`config.mk`:
```
export PLATFORM = sky130hd
export DESIGN_NAME = internal_resource_address_map
export DESIGN_NICKNAME = d
export VERILOG_FILES = /design/src/rtl/addr_map_pkg.sv /design/src/rtl/internal_resource_address_map.sv
export VERILOG_INCLUDE_DIRS = /design/src /design/src/rtl
export SDC_FILE = /design/constraint.sdc
export NUM_CORES = 1
export LEC_CHECK = 0
export BUFFER_PORTS_ARGS = -buffer_cell sky130_fd_sc_hd__buf_2
export CORE_ASPECT_RATIO = 0.9
export CORE_MARGIN = 4
export CORE_UTILIZATION = 45
export CTS_CLUSTER_SIZE = 24
export DETAILED_ROUTE_END_ITERATION = 7
export PLACE_DENSITY_LB_ADDON = 0.08
export SYNTH_ARGS = -nofsm -noshare
export SYNTH_HDL_FRONTEND = slang
export SYNTH_SLANG_ARGS = --single-unit
```
`constraint.sdc`:
```
create_clock -name core_clk -period 2.3 [get_ports core_clk]
set_input_delay 0.575 -clock core_clk [delete_from_list [all_inputs] [get_ports core_clk]]
set_output_delay 0.575 -clock core_clk [all_outputs]
set_load 0.05 [all_outputs]
```
`src/rtl/addr_map_defines.svh`:
```
`ifndef ADDR_MAP_DEFINES_SVH
`define ADDR_MAP_DEFINES_SVH
// register indices; the bus byte offset is index*4
`define OFS_RAM_POS      8'h10
`define OFS_REG_POS      8'h11
`define OFS_EE_POS       8'h12
`define OFS_MISC         8'h13
// field positions
`define EE_ON_BIT        0
`define REG_WAIT_BIT     0
`define MISC_SWAP_BIT    7
`define MISC_NARROW_BIT  6
`define MISC_FSTR_LSB    4
`define MISC_XSTR_LSB    2
`define MISC_ARR28_BIT   1
`define MISC_ARR32_BIT   0
// reset values
`define RST_RAM_POS      8'h00
`define RST_REG_POS      8'h00
`define RST_EE_POS       8'h01
`define RST_MISC_EXP     8'h0c
`define RST_MISC_SC      8'h0f
// fixed windows
`define DEBUG_ROM_BASE   16'hff20
`define ARR28_LO_NORM    16'h1000
`define ARR28_LO_SWAP    16'h9000
`endif

```
`src/rtl/addr_map_pkg.sv`:
```
package addr_map_pkg;
	typedef enum logic [2:0] {
		TGT_EXTERNAL, TGT_DEBUG_ROM, TGT_REGS, TGT_RAM, TGT_EEPROM, TGT_ARRAY28, TGT_ARRAY32, TGT_NONE
	} target_t;
	typedef struct packed {
		target_t    target;
		logic [1:0] stretch;
		logic       narrow;
		logic       followSpace;
	} decode_t;
	typedef struct packed {
		logic expanded;
		logic special;
		logic wideBus;
		logic debugActive;
		logic waitMode;
	} mode_t;
endpackage : addr_map_pkg

```
`src/rtl/internal_resource_address_map.sv`:
```
// The implementer's own choice: the AXI4-Lite interface to the registers.
`timescale 1ns/10ps
`include "addr_map_defines.svh"
module internal_resource_address_map #(
	parameter int ADDR_W = 16
) (
	input  wire logic                    core_clk,
	input  wire logic                    nrst,
	input  wire addr_map_pkg::mode_t     mode,
	input  wire logic [ADDR_W-1:0]       busAddr,
	input  wire logic                    busValid,
	output addr_map_pkg::decode_t        decode,
	output logic                         decodeValid,
	input  wire logic                    awvalid,
	output logic                         awready,
	input  wire logic [31:0]             awaddr,
	input  wire logic [2:0]              awprot,
	input  wire logic                    wvalid,
	output logic                         wready,
	input  wire logic [31:0]             wdata,
	input  wire logic [3:0]              wstrb,
	output logic                         bvalid,
	input  wire logic                    bready,
	output logic [1:0]                   bresp,
	input  wire logic                    arvalid,
	output logic                         arready,
	input  wire logic [31:0]             araddr,
	input  wire logic [2:0]              arprot,
	output logic                         rvalid,
	input  wire logic                    rready,
	output logic [31:0]                  rdata,
	output logic [1:0]                   rresp
);
	// ========================================
	// elaboration checks
	if (ADDR_W != 16) begin : g_addr_w_chk
		$error("address width must be 16");
	end

	// ========================================
	// reset synchroniser
	logic rstSync1_r;
	logic rstSync2_r;
	always_ff @(posedge core_clk or negedge nrst) begin
		if (!nrst) begin
			rstSync1_r <= 1'b0;
			rstSync2_r <= 1'b0;
		end else begin
			rstSync1_r <= 1'b1;
			rstSync2_r <= rstSync1_r;
		end
	end
	// only the second stage is read; the first may still be settling
	wire logic rstN = rstSync2_r;

	// ========================================
	// bus slave
	logic        awHeld_r;
	logic        awHeld_nxt;
	logic        wHeld_r;
	logic        wHeld_nxt;
	logic [7:0]  awOfs_r;
	logic [7:0]  awOfs_nxt;
	logic [31:0] wData_r;
	logic [31:0] wData_nxt;
	logic        wStrb0_r;
	logic        wStrb0_nxt;
	logic        bvalid_r;
	logic        bvalid_nxt;
	logic [1:0]  bresp_r;
	logic [1:0]  bresp_nxt;
	logic        rvalid_r;
	logic        rvalid_nxt;
	logic [31:0] rdata_r;
	logic [31:0] rdata_nxt;
	logic [1:0]  rresp_r;
	logic [1:0]  rresp_nxt;
	logic        doWrite;
	logic        wrHit;
	logic        rdHit;

	// address lies in the 2K block named by a five-bit position field
	function automatic logic inBlock2k(input logic [15:0] a, input logic [4:0] pos);
		inBlock2k = a[15:11] == pos;
	endfunction : inBlock2k

	// ========================================
	// mapping registers
	logic [7:0] ramPos_r;
	logic [7:0] ramPos_nxt;
	logic [7:0] regPos_r;
	logic [7:0] regPos_nxt;
	logic [7:0] eePos_r;
	logic [7:0] eePos_nxt;
	logic [7:0] misc_r;
	logic [7:0] misc_nxt;
	logic       ramDone_r;
	logic       ramDone_nxt;
	logic       regDone_r;
	logic       regDone_nxt;
	logic       eeDone_r;
	logic       eeDone_nxt;
	logic       miscDone_r;
	logic       miscDone_nxt;
	logic       miscInit_r;
	logic       miscInit_nxt;

	// register offsets 0x11-0x13 are not word aligned, so index*4 addressing
	function automatic logic [7:0] byteAddr(input logic [7:0] idx);
		byteAddr = {idx[5:0], 2'b00};
	endfunction : byteAddr

	function automatic logic [7:0] readReg(
		input logic [7:0] a,
		input logic [7:0] rp,
		input logic [7:0] gp,
		input logic [7:0] ep,
		input logic [7:0] mc
	);
		if (a == byteAddr(`OFS_RAM_POS)) readReg = rp;
		else if (a == byteAddr(`OFS_REG_POS)) readReg = gp;
		else if (a == byteAddr(`OFS_EE_POS)) readReg = ep;
		else readReg = mc;
	endfunction : readReg

	function automatic logic inMap(input logic [31:0] a);
		inMap = a[31:8] == 24'h0 && a[1:0] == 2'b00 && a[7:6] == 2'b01 && a[5:2] <= 4'h3;
	endfunction : inMap

	always_comb begin
		awHeld_nxt = awHeld_r;
		wHeld_nxt  = wHeld_r;
		awOfs_nxt  = awOfs_r;
		wData_nxt  = wData_r;
		wStrb0_nxt = wStrb0_r;
		bvalid_nxt = bvalid_r;
		bresp_nxt  = bresp_r;
		rvalid_nxt = rvalid_r;
		rdata_nxt  = rdata_r;
		rresp_nxt  = rresp_r;
		if (awvalid && awready) begin
			awHeld_nxt = 1'b1;
			// unmapped address kept as 8'hff so the answer can refuse it
			awOfs_nxt  = inMap(awaddr) ? awaddr[7:0] : 8'hff;
		end
		if (wvalid && wready) begin
			wHeld_nxt  = 1'b1;
			wData_nxt  = wdata;
			wStrb0_nxt = wstrb[0];
		end
		if (doWrite) begin
			awHeld_nxt = 1'b0;
			wHeld_nxt  = 1'b0;
			bvalid_nxt = 1'b1;
			bresp_nxt  = wrHit ? 2'b00 : 2'b10;
		end else if (bvalid_r && bready) begin
			bvalid_nxt = 1'b0;
		end
		if (arvalid && arready) begin
			rvalid_nxt = 1'b1;
			rresp_nxt  = rdHit ? 2'b00 : 2'b10;
			rdata_nxt  = rdHit ?
				{24'h0, readReg(araddr[7:0], ramPos_r, regPos_r, eePos_r, misc_r)} : 32'h0;
		end else if (rvalid_r && rready) begin
			rvalid_nxt = 1'b0;
		end
	end

	always_ff @(posedge core_clk or negedge rstN) begin
		if (!rstN) begin
			awHeld_r <= 1'b0;
			wHeld_r  <= 1'b0;
			awOfs_r  <= 8'h00;
			wData_r  <= 32'h0;
			wStrb0_r <= 1'b0;
			bvalid_r <= 1'b0;
			bresp_r  <= 2'b00;
			rvalid_r <= 1'b0;
			rdata_r  <= 32'h0;
			rresp_r  <= 2'b00;
		end else begin
			awHeld_r <= awHeld_nxt;
			wHeld_r  <= wHeld_nxt;
			awOfs_r  <= awOfs_nxt;
			wData_r  <= wData_nxt;
			wStrb0_r <= wStrb0_nxt;
			bvalid_r <= bvalid_nxt;
			bresp_r  <= bresp_nxt;
			rvalid_r <= rvalid_nxt;
			rdata_r  <= rdata_nxt;
			rresp_r  <= rresp_nxt;
		end
	end

	// one write in flight: readies stay low until the answer is taken
	assign awready = !awHeld_r && !bvalid_r;
	assign wready  = !wHeld_r && !bvalid_r;
	assign arready = !rvalid_r;
	assign doWrite = awHeld_r && wHeld_r && !bvalid_r;
	assign wrHit   = awOfs_r != 8'hff;
	assign rdHit   = inMap(araddr);
	assign bvalid  = bvalid_r;
	assign bresp   = bresp_r;
	assign rvalid  = rvalid_r;
	assign rdata   = rdata_r;
	assign rresp   = rresp_r;

	// ========================================
	// register writes
	logic       wrLane;
	logic [7:0] wByte;
	// only lane 0 carries register bits; without it the write changes nothing
	assign wrLane = doWrite && wrHit && wStrb0_r;
	assign wByte  = wData_r[7:0];

	always_comb begin
		ramPos_nxt   = ramPos_r;
		regPos_nxt   = regPos_r;
		eePos_nxt    = eePos_r;
		misc_nxt     = misc_r;
		ramDone_nxt  = ramDone_r;
		regDone_nxt  = regDone_r;
		eeDone_nxt   = eeDone_r;
		miscDone_nxt = miscDone_r;
		miscInit_nxt = 1'b1;
		// mode-dependent reset value of misc taken one cycle after release
		if (!miscInit_r) misc_nxt = mode.expanded ? `RST_MISC_EXP : `RST_MISC_SC;
		// done flags lock a register even when the value written is unchanged
		if (wrLane && awOfs_r == byteAddr(`OFS_RAM_POS) && (mode.special || !ramDone_r)) begin
			ramPos_nxt  = {wByte[7:3], 3'b000};
			ramDone_nxt = 1'b1;
		end
		if (wrLane && awOfs_r == byteAddr(`OFS_REG_POS)) begin
			if (mode.special || !regDone_r) begin
				regPos_nxt[7:3] = wByte[7:3];
				regDone_nxt     = 1'b1;
			end
			// wait-stop bit sits outside the once-only lock, with its own rule
			if (!mode.special) regPos_nxt[`REG_WAIT_BIT] = wByte[`REG_WAIT_BIT];
		end
		if (wrLane && awOfs_r == byteAddr(`OFS_EE_POS)) begin
			if (mode.special || !eeDone_r) begin
				eePos_nxt[7:4] = wByte[7:4];
				eeDone_nxt     = 1'b1;
			end
			eePos_nxt[`EE_ON_BIT] = wByte[`EE_ON_BIT];
		end
		if (wrLane && awOfs_r == byteAddr(`OFS_MISC) && (mode.special || !miscDone_r)) begin
			misc_nxt     = wByte;
			miscDone_nxt = 1'b1;
		end
		if (!mode.expanded) eePos_nxt[`EE_ON_BIT] = 1'b1;
	end

	always_ff @(posedge core_clk or negedge rstN) begin
		if (!rstN) begin
			ramPos_r   <= `RST_RAM_POS;
			regPos_r   <= `RST_REG_POS;
			eePos_r    <= `RST_EE_POS;
			// single-chip value until the mode is seen one cycle after release
			misc_r     <= `RST_MISC_SC;
			ramDone_r  <= 1'b0;
			regDone_r  <= 1'b0;
			eeDone_r   <= 1'b0;
			miscDone_r <= 1'b0;
			miscInit_r <= 1'b0;
		end else begin
			ramPos_r   <= ramPos_nxt;
			regPos_r   <= regPos_nxt;
			eePos_r    <= eePos_nxt;
			misc_r     <= misc_nxt;
			ramDone_r  <= ramDone_nxt;
			regDone_r  <= regDone_nxt;
			eeDone_r   <= eeDone_nxt;
			miscDone_r <= miscDone_nxt;
			miscInit_r <= miscInit_nxt;
		end
	end

	// ========================================
	// address decode
	logic        mapWaitStop;
	logic        arraySwap;
	logic        followNarrow;
	logic [1:0]  followStretch;
	logic [1:0]  extStretch;
	logic        arr28On;
	logic        arr32On;
	logic        hitDbg;
	logic        hitReg;
	logic        hitFollow;
	logic        hitRam;
	logic        hitEe;
	logic        hit28;
	logic        hit32;
	addr_map_pkg::decode_t decode_nxt;
	addr_map_pkg::decode_t decode_r;
	logic        decodeValid_r;
	logic        decodeValid_nxt;

	assign mapWaitStop   = regPos_r[`REG_WAIT_BIT];
	assign arraySwap     = misc_r[`MISC_SWAP_BIT];
	assign followNarrow  = misc_r[`MISC_NARROW_BIT];
	assign followStretch = misc_r[`MISC_FSTR_LSB +: 2];
	assign extStretch    = misc_r[`MISC_XSTR_LSB +: 2];
	assign arr28On       = misc_r[`MISC_ARR28_BIT];
	assign arr32On       = misc_r[`MISC_ARR32_BIT];

	// decode reads live registers, so a write shows on the next cycle
	always_comb begin
		hitDbg    = mode.debugActive && busAddr >= `DEBUG_ROM_BASE;
		hitReg    = inBlock2k(busAddr, regPos_r[7:3]) && busAddr[10:9] == 2'b00;
		hitFollow = inBlock2k(busAddr, regPos_r[7:3]) && busAddr[10:9] == 2'b01;
		hitRam    = inBlock2k(busAddr, ramPos_r[7:3]);
		// eeprom fills the top 1K of its 4K block
		hitEe     = eePos_r[`EE_ON_BIT] && busAddr[15:12] == eePos_r[7:4] && busAddr[11:10] == 2'b11;
		// swapped: 32K takes the low half, 28K the top 28K
		hit28     = arr28On && (arraySwap ? busAddr >= `ARR28_LO_SWAP :
			(busAddr >= `ARR28_LO_NORM && !busAddr[15]));
		hit32     = arr32On && (arraySwap ? !busAddr[15] : busAddr[15]);
		decode_nxt             = '0;
		decode_nxt.target      = addr_map_pkg::TGT_NONE;
		decode_nxt.followSpace = 1'b0;
		// chain order is the priority; a lower hit under a higher one is lost
		if (hitDbg) decode_nxt.target = addr_map_pkg::TGT_DEBUG_ROM;
		else if (hitReg) decode_nxt.target = addr_map_pkg::TGT_REGS;
		else if (hitRam) decode_nxt.target = addr_map_pkg::TGT_RAM;
		else if (hitEe) decode_nxt.target = addr_map_pkg::TGT_EEPROM;
		else if (hit28) decode_nxt.target = addr_map_pkg::TGT_ARRAY28;
		else if (hit32) decode_nxt.target = addr_map_pkg::TGT_ARRAY32;
		else if (mode.expanded) begin
			decode_nxt.target = addr_map_pkg::TGT_EXTERNAL;
			if (hitFollow) begin
				decode_nxt.followSpace = 1'b1;
				decode_nxt.stretch     = followStretch;
				decode_nxt.narrow      = followNarrow && mode.wideBus;
			end else begin
				decode_nxt.stretch = extStretch;
			end
		end
		// wait mode with stop bit set suspends decoding
		decodeValid_nxt = busValid && !(mode.waitMode && mapWaitStop);
	end

	always_ff @(posedge core_clk or negedge rstN) begin
		if (!rstN) begin
			decode_r      <= '{target: addr_map_pkg::TGT_NONE, stretch: 2'b00, narrow: 1'b0, followSpace: 1'b0};
			decodeValid_r <= 1'b0;
		end else begin
			decode_r      <= decode_nxt;
			decodeValid_r <= decodeValid_nxt;
		end
	end

	assign decode      = decode_r;
	assign decodeValid = decodeValid_r;
endmodule : internal_resource_address_map

```
==> metrics <==
switching pwr 1.10 mW; ratio of cells with drive above 1 in the final layout 0.386; ys flop type dfrtp_1; R2R Path Start bvalid; CTS max path bufs 2; Worst VDD drop 0.404 mV; Rows 30; Yosys Warn Count 0; area occupied by multi-input gates 1540 um^2; vias in the first global route 2,798; largest net degree at the start of global routing 69; wire per inst 14.5 um; Max-Cap Viols 0; via/cell ratio 5.08; Clock Sinks 70; clock share of power 0.349; share of power burned in registers 0.431; max layer used met4; Horiz. Die Dim 100 um; grt ovf 0; status finished, final reports clean; Num CTS Buffers 9; first-pass GRT wire length 13.4 mm; Seq cells post-synth 70; synthesized instance count 330; diodes inserted 0; combinational power share 0.220; Fillers 688; met2 wire len 3.65 mm; routability congestion estimate 0.802; final period utilization 0.912; worst-path fanout max 5; leading cell types by count after synthesis dfrtp_1 (62), nor2_1 (27), buf_4 (26), nand2_1 (23), mux2_2 (22); Synth top area share 0.449; Detailed Routing Iterations Pass 1 4; Final setup violation count 0; register area 1760 um^2; Layout Nets 591; Fin. Hold Viols 0; Die ar. 9150 um^2; pwr/cell area 801 nW/um^2; crit end category register; die height 91.1 um; core footprint 7510 um^2; vias 2,830; Area contributors post-synth dfrtp_1 (45%), mux2_2 (7.2%), dfstp_2 (6.1%); Pwr Total 3.47 mW; most common cell in the synthesized netlist dfrtp_1; synthesized area per cell 10.5 um^2; Worst Setup Path Type register to register; remaining antenna violation count 0; total track usage 0.183; Tmin final 2.10 ns; CTS-repair resized insts 0; critical path cell sequence and3b_1, nand4_1, or3b_4, a21oi_4, mux2_2; RSZ-0062 raised after global routing no; switch share 0.317; drt drc 0; met3 WL 764 um; internal power 2.37 mW; Post-synth EDFFs 0; CP max stage delay 0.49 ns; startpoint types register; sequential fraction of the synthesis area 0.510; max-slew violation total from the final report 0; root buf cell clkbuf_8; Initial Util 0.460; clock latency on the worst-skew pair 0.34 ns; crit path DAT 2.33 ns; Top Ports 184; final core utilization 0.578; top cell type by total area after synthesis dfrtp_1; P&R area growth vs syn 25.5%; clock slew at reported path FFs 0.08 ns; Final TNS setup 0 ns; drt first-iter violations 117; htree depth 3; library cells used by synthesis 47; Post-Syn Area 3460 um^2; WL met1 3.57 mm; worst hold-check path type register to async pin; CTS tree yes; Clock Skew 0.00532 ns; post-detail-place hpwl 6.26 mm; Hold WS 0.280 ns; Post-synth ARST share 1.00; initial antenna violation count 0; critical path launch point bvalid; Leakage 2.16 nW; Routed WL 8.08 mm; CP required 2.53 ns; Port Buf Inserts 119; Crit-path slowest cell or3b_4; FMAX 0.477 GHz
## per-layer routing
layer,vias up,global-route usage
li1,1382,-
met1,1310,0.248
met2,128,0.287
met3,10,0.0453
met4,0,0.0606
met5,-,0
## metrics by stage
stage	instance area, um^2	std cells	setup slack, ns
global route	4340	557	0.0619
finish	4340	557	0.203
floorplan	3560	356	0.160
detailed placement	4080	540	0.149
global placement	4080	540	0.206
CTS	4340	557	0.193
## sequential cells by signal (all words and copies together) (netlist names), 5 cells and up
register	cells
eePos_r	5
wData_r	8
decode	7
ramPos_r	5
misc_r	8
awOfs_r	8
rdata	8
regPos_r	6
## cell families after synthesis
| logic type | synth area share |
|---|---|
| flops | 0.510 |
| xor+xnor | 0.0380 |
| simple gates | 0.197 |
| compound gates | 0.0999 |
| buf+inv | 0.0731 |
| mux | 0.0804 |
| other cells | 0.00217 |
## cell type report
type	count	share of cell area
Clock buffer	10	0.0317
Clock inverter	6	0.0251
Inverter	7	0.00606
Multi-Input combinational cell	245	0.355
Sequential cell	70	0.406
Tap cell	96	0.0277
Timing Repair Buffer	123	0.148
## what timing repair did
action / CTS / global route
setup buffers: 0 / 0
endpoints found under the hold margin: 2 / 0
hold buffers: 1 / 0
## final timing paths
check                         endpoint  slack [ns]  cells past startpoint
min                        ramPos_r[4]        0.28                      1
max reg2reg                 eePos_r[4]        0.20                      5
max                         eePos_r[4]        0.20                      5
min in group core_clk             rstN        0.37                      0
max in group asynchronous         rstN        1.66                      2
min reg2reg                ramPos_r[4]        0.28                      1
## worst max-delay path: cells and delay by family (launching register included)
family	cells	cell delay, ns
AOI/OAI and AO/OA	1	0.18
DFF	1	0.42
muxes	1	0.35
and+or+nand+nor	3	1.02
## layout by cell type (no fill, tap or decap), types with 2 or more instances in the layout
master,instances
a211o_1,4
a21o_1,3
a21oi_1,6
a22o_1,2
a32o_1,6
and2_1,3
and3_1,3
buf_2,119
buf_4,2
bufinv_16,3
clkbuf_8,10
clkinv_2,2
conb_1,28
dfrtp_1,61
dfstp_2,8
inv_1,7
mux2_2,22
mux2i_1,3
nand2_1,23
nand3_1,8
nand4_1,8
nor2_1,26
nor2b_1,10
nor3_1,15
nor3b_1,2
nor4_1,16
o21ai_0,19
or2_2,2
or4_1,2
xnor2_1,7
xor2_1,8
## power groups by stage
stage / clock (mW) / combinational [mW] / sequential, mW
after floorplan: 0 / 0.480 / 1.60
after global placement: 0 / 0.760 / 1.52
after detailed placement: 0 / 0.773 / 1.52
after CTS: 1.24 / 0.774 / 1.50
after global routing: 1.30 / 0.834 / 1.52
final: 1.21 / 0.765 / 1.50
(Power assumes the default switching activity.)
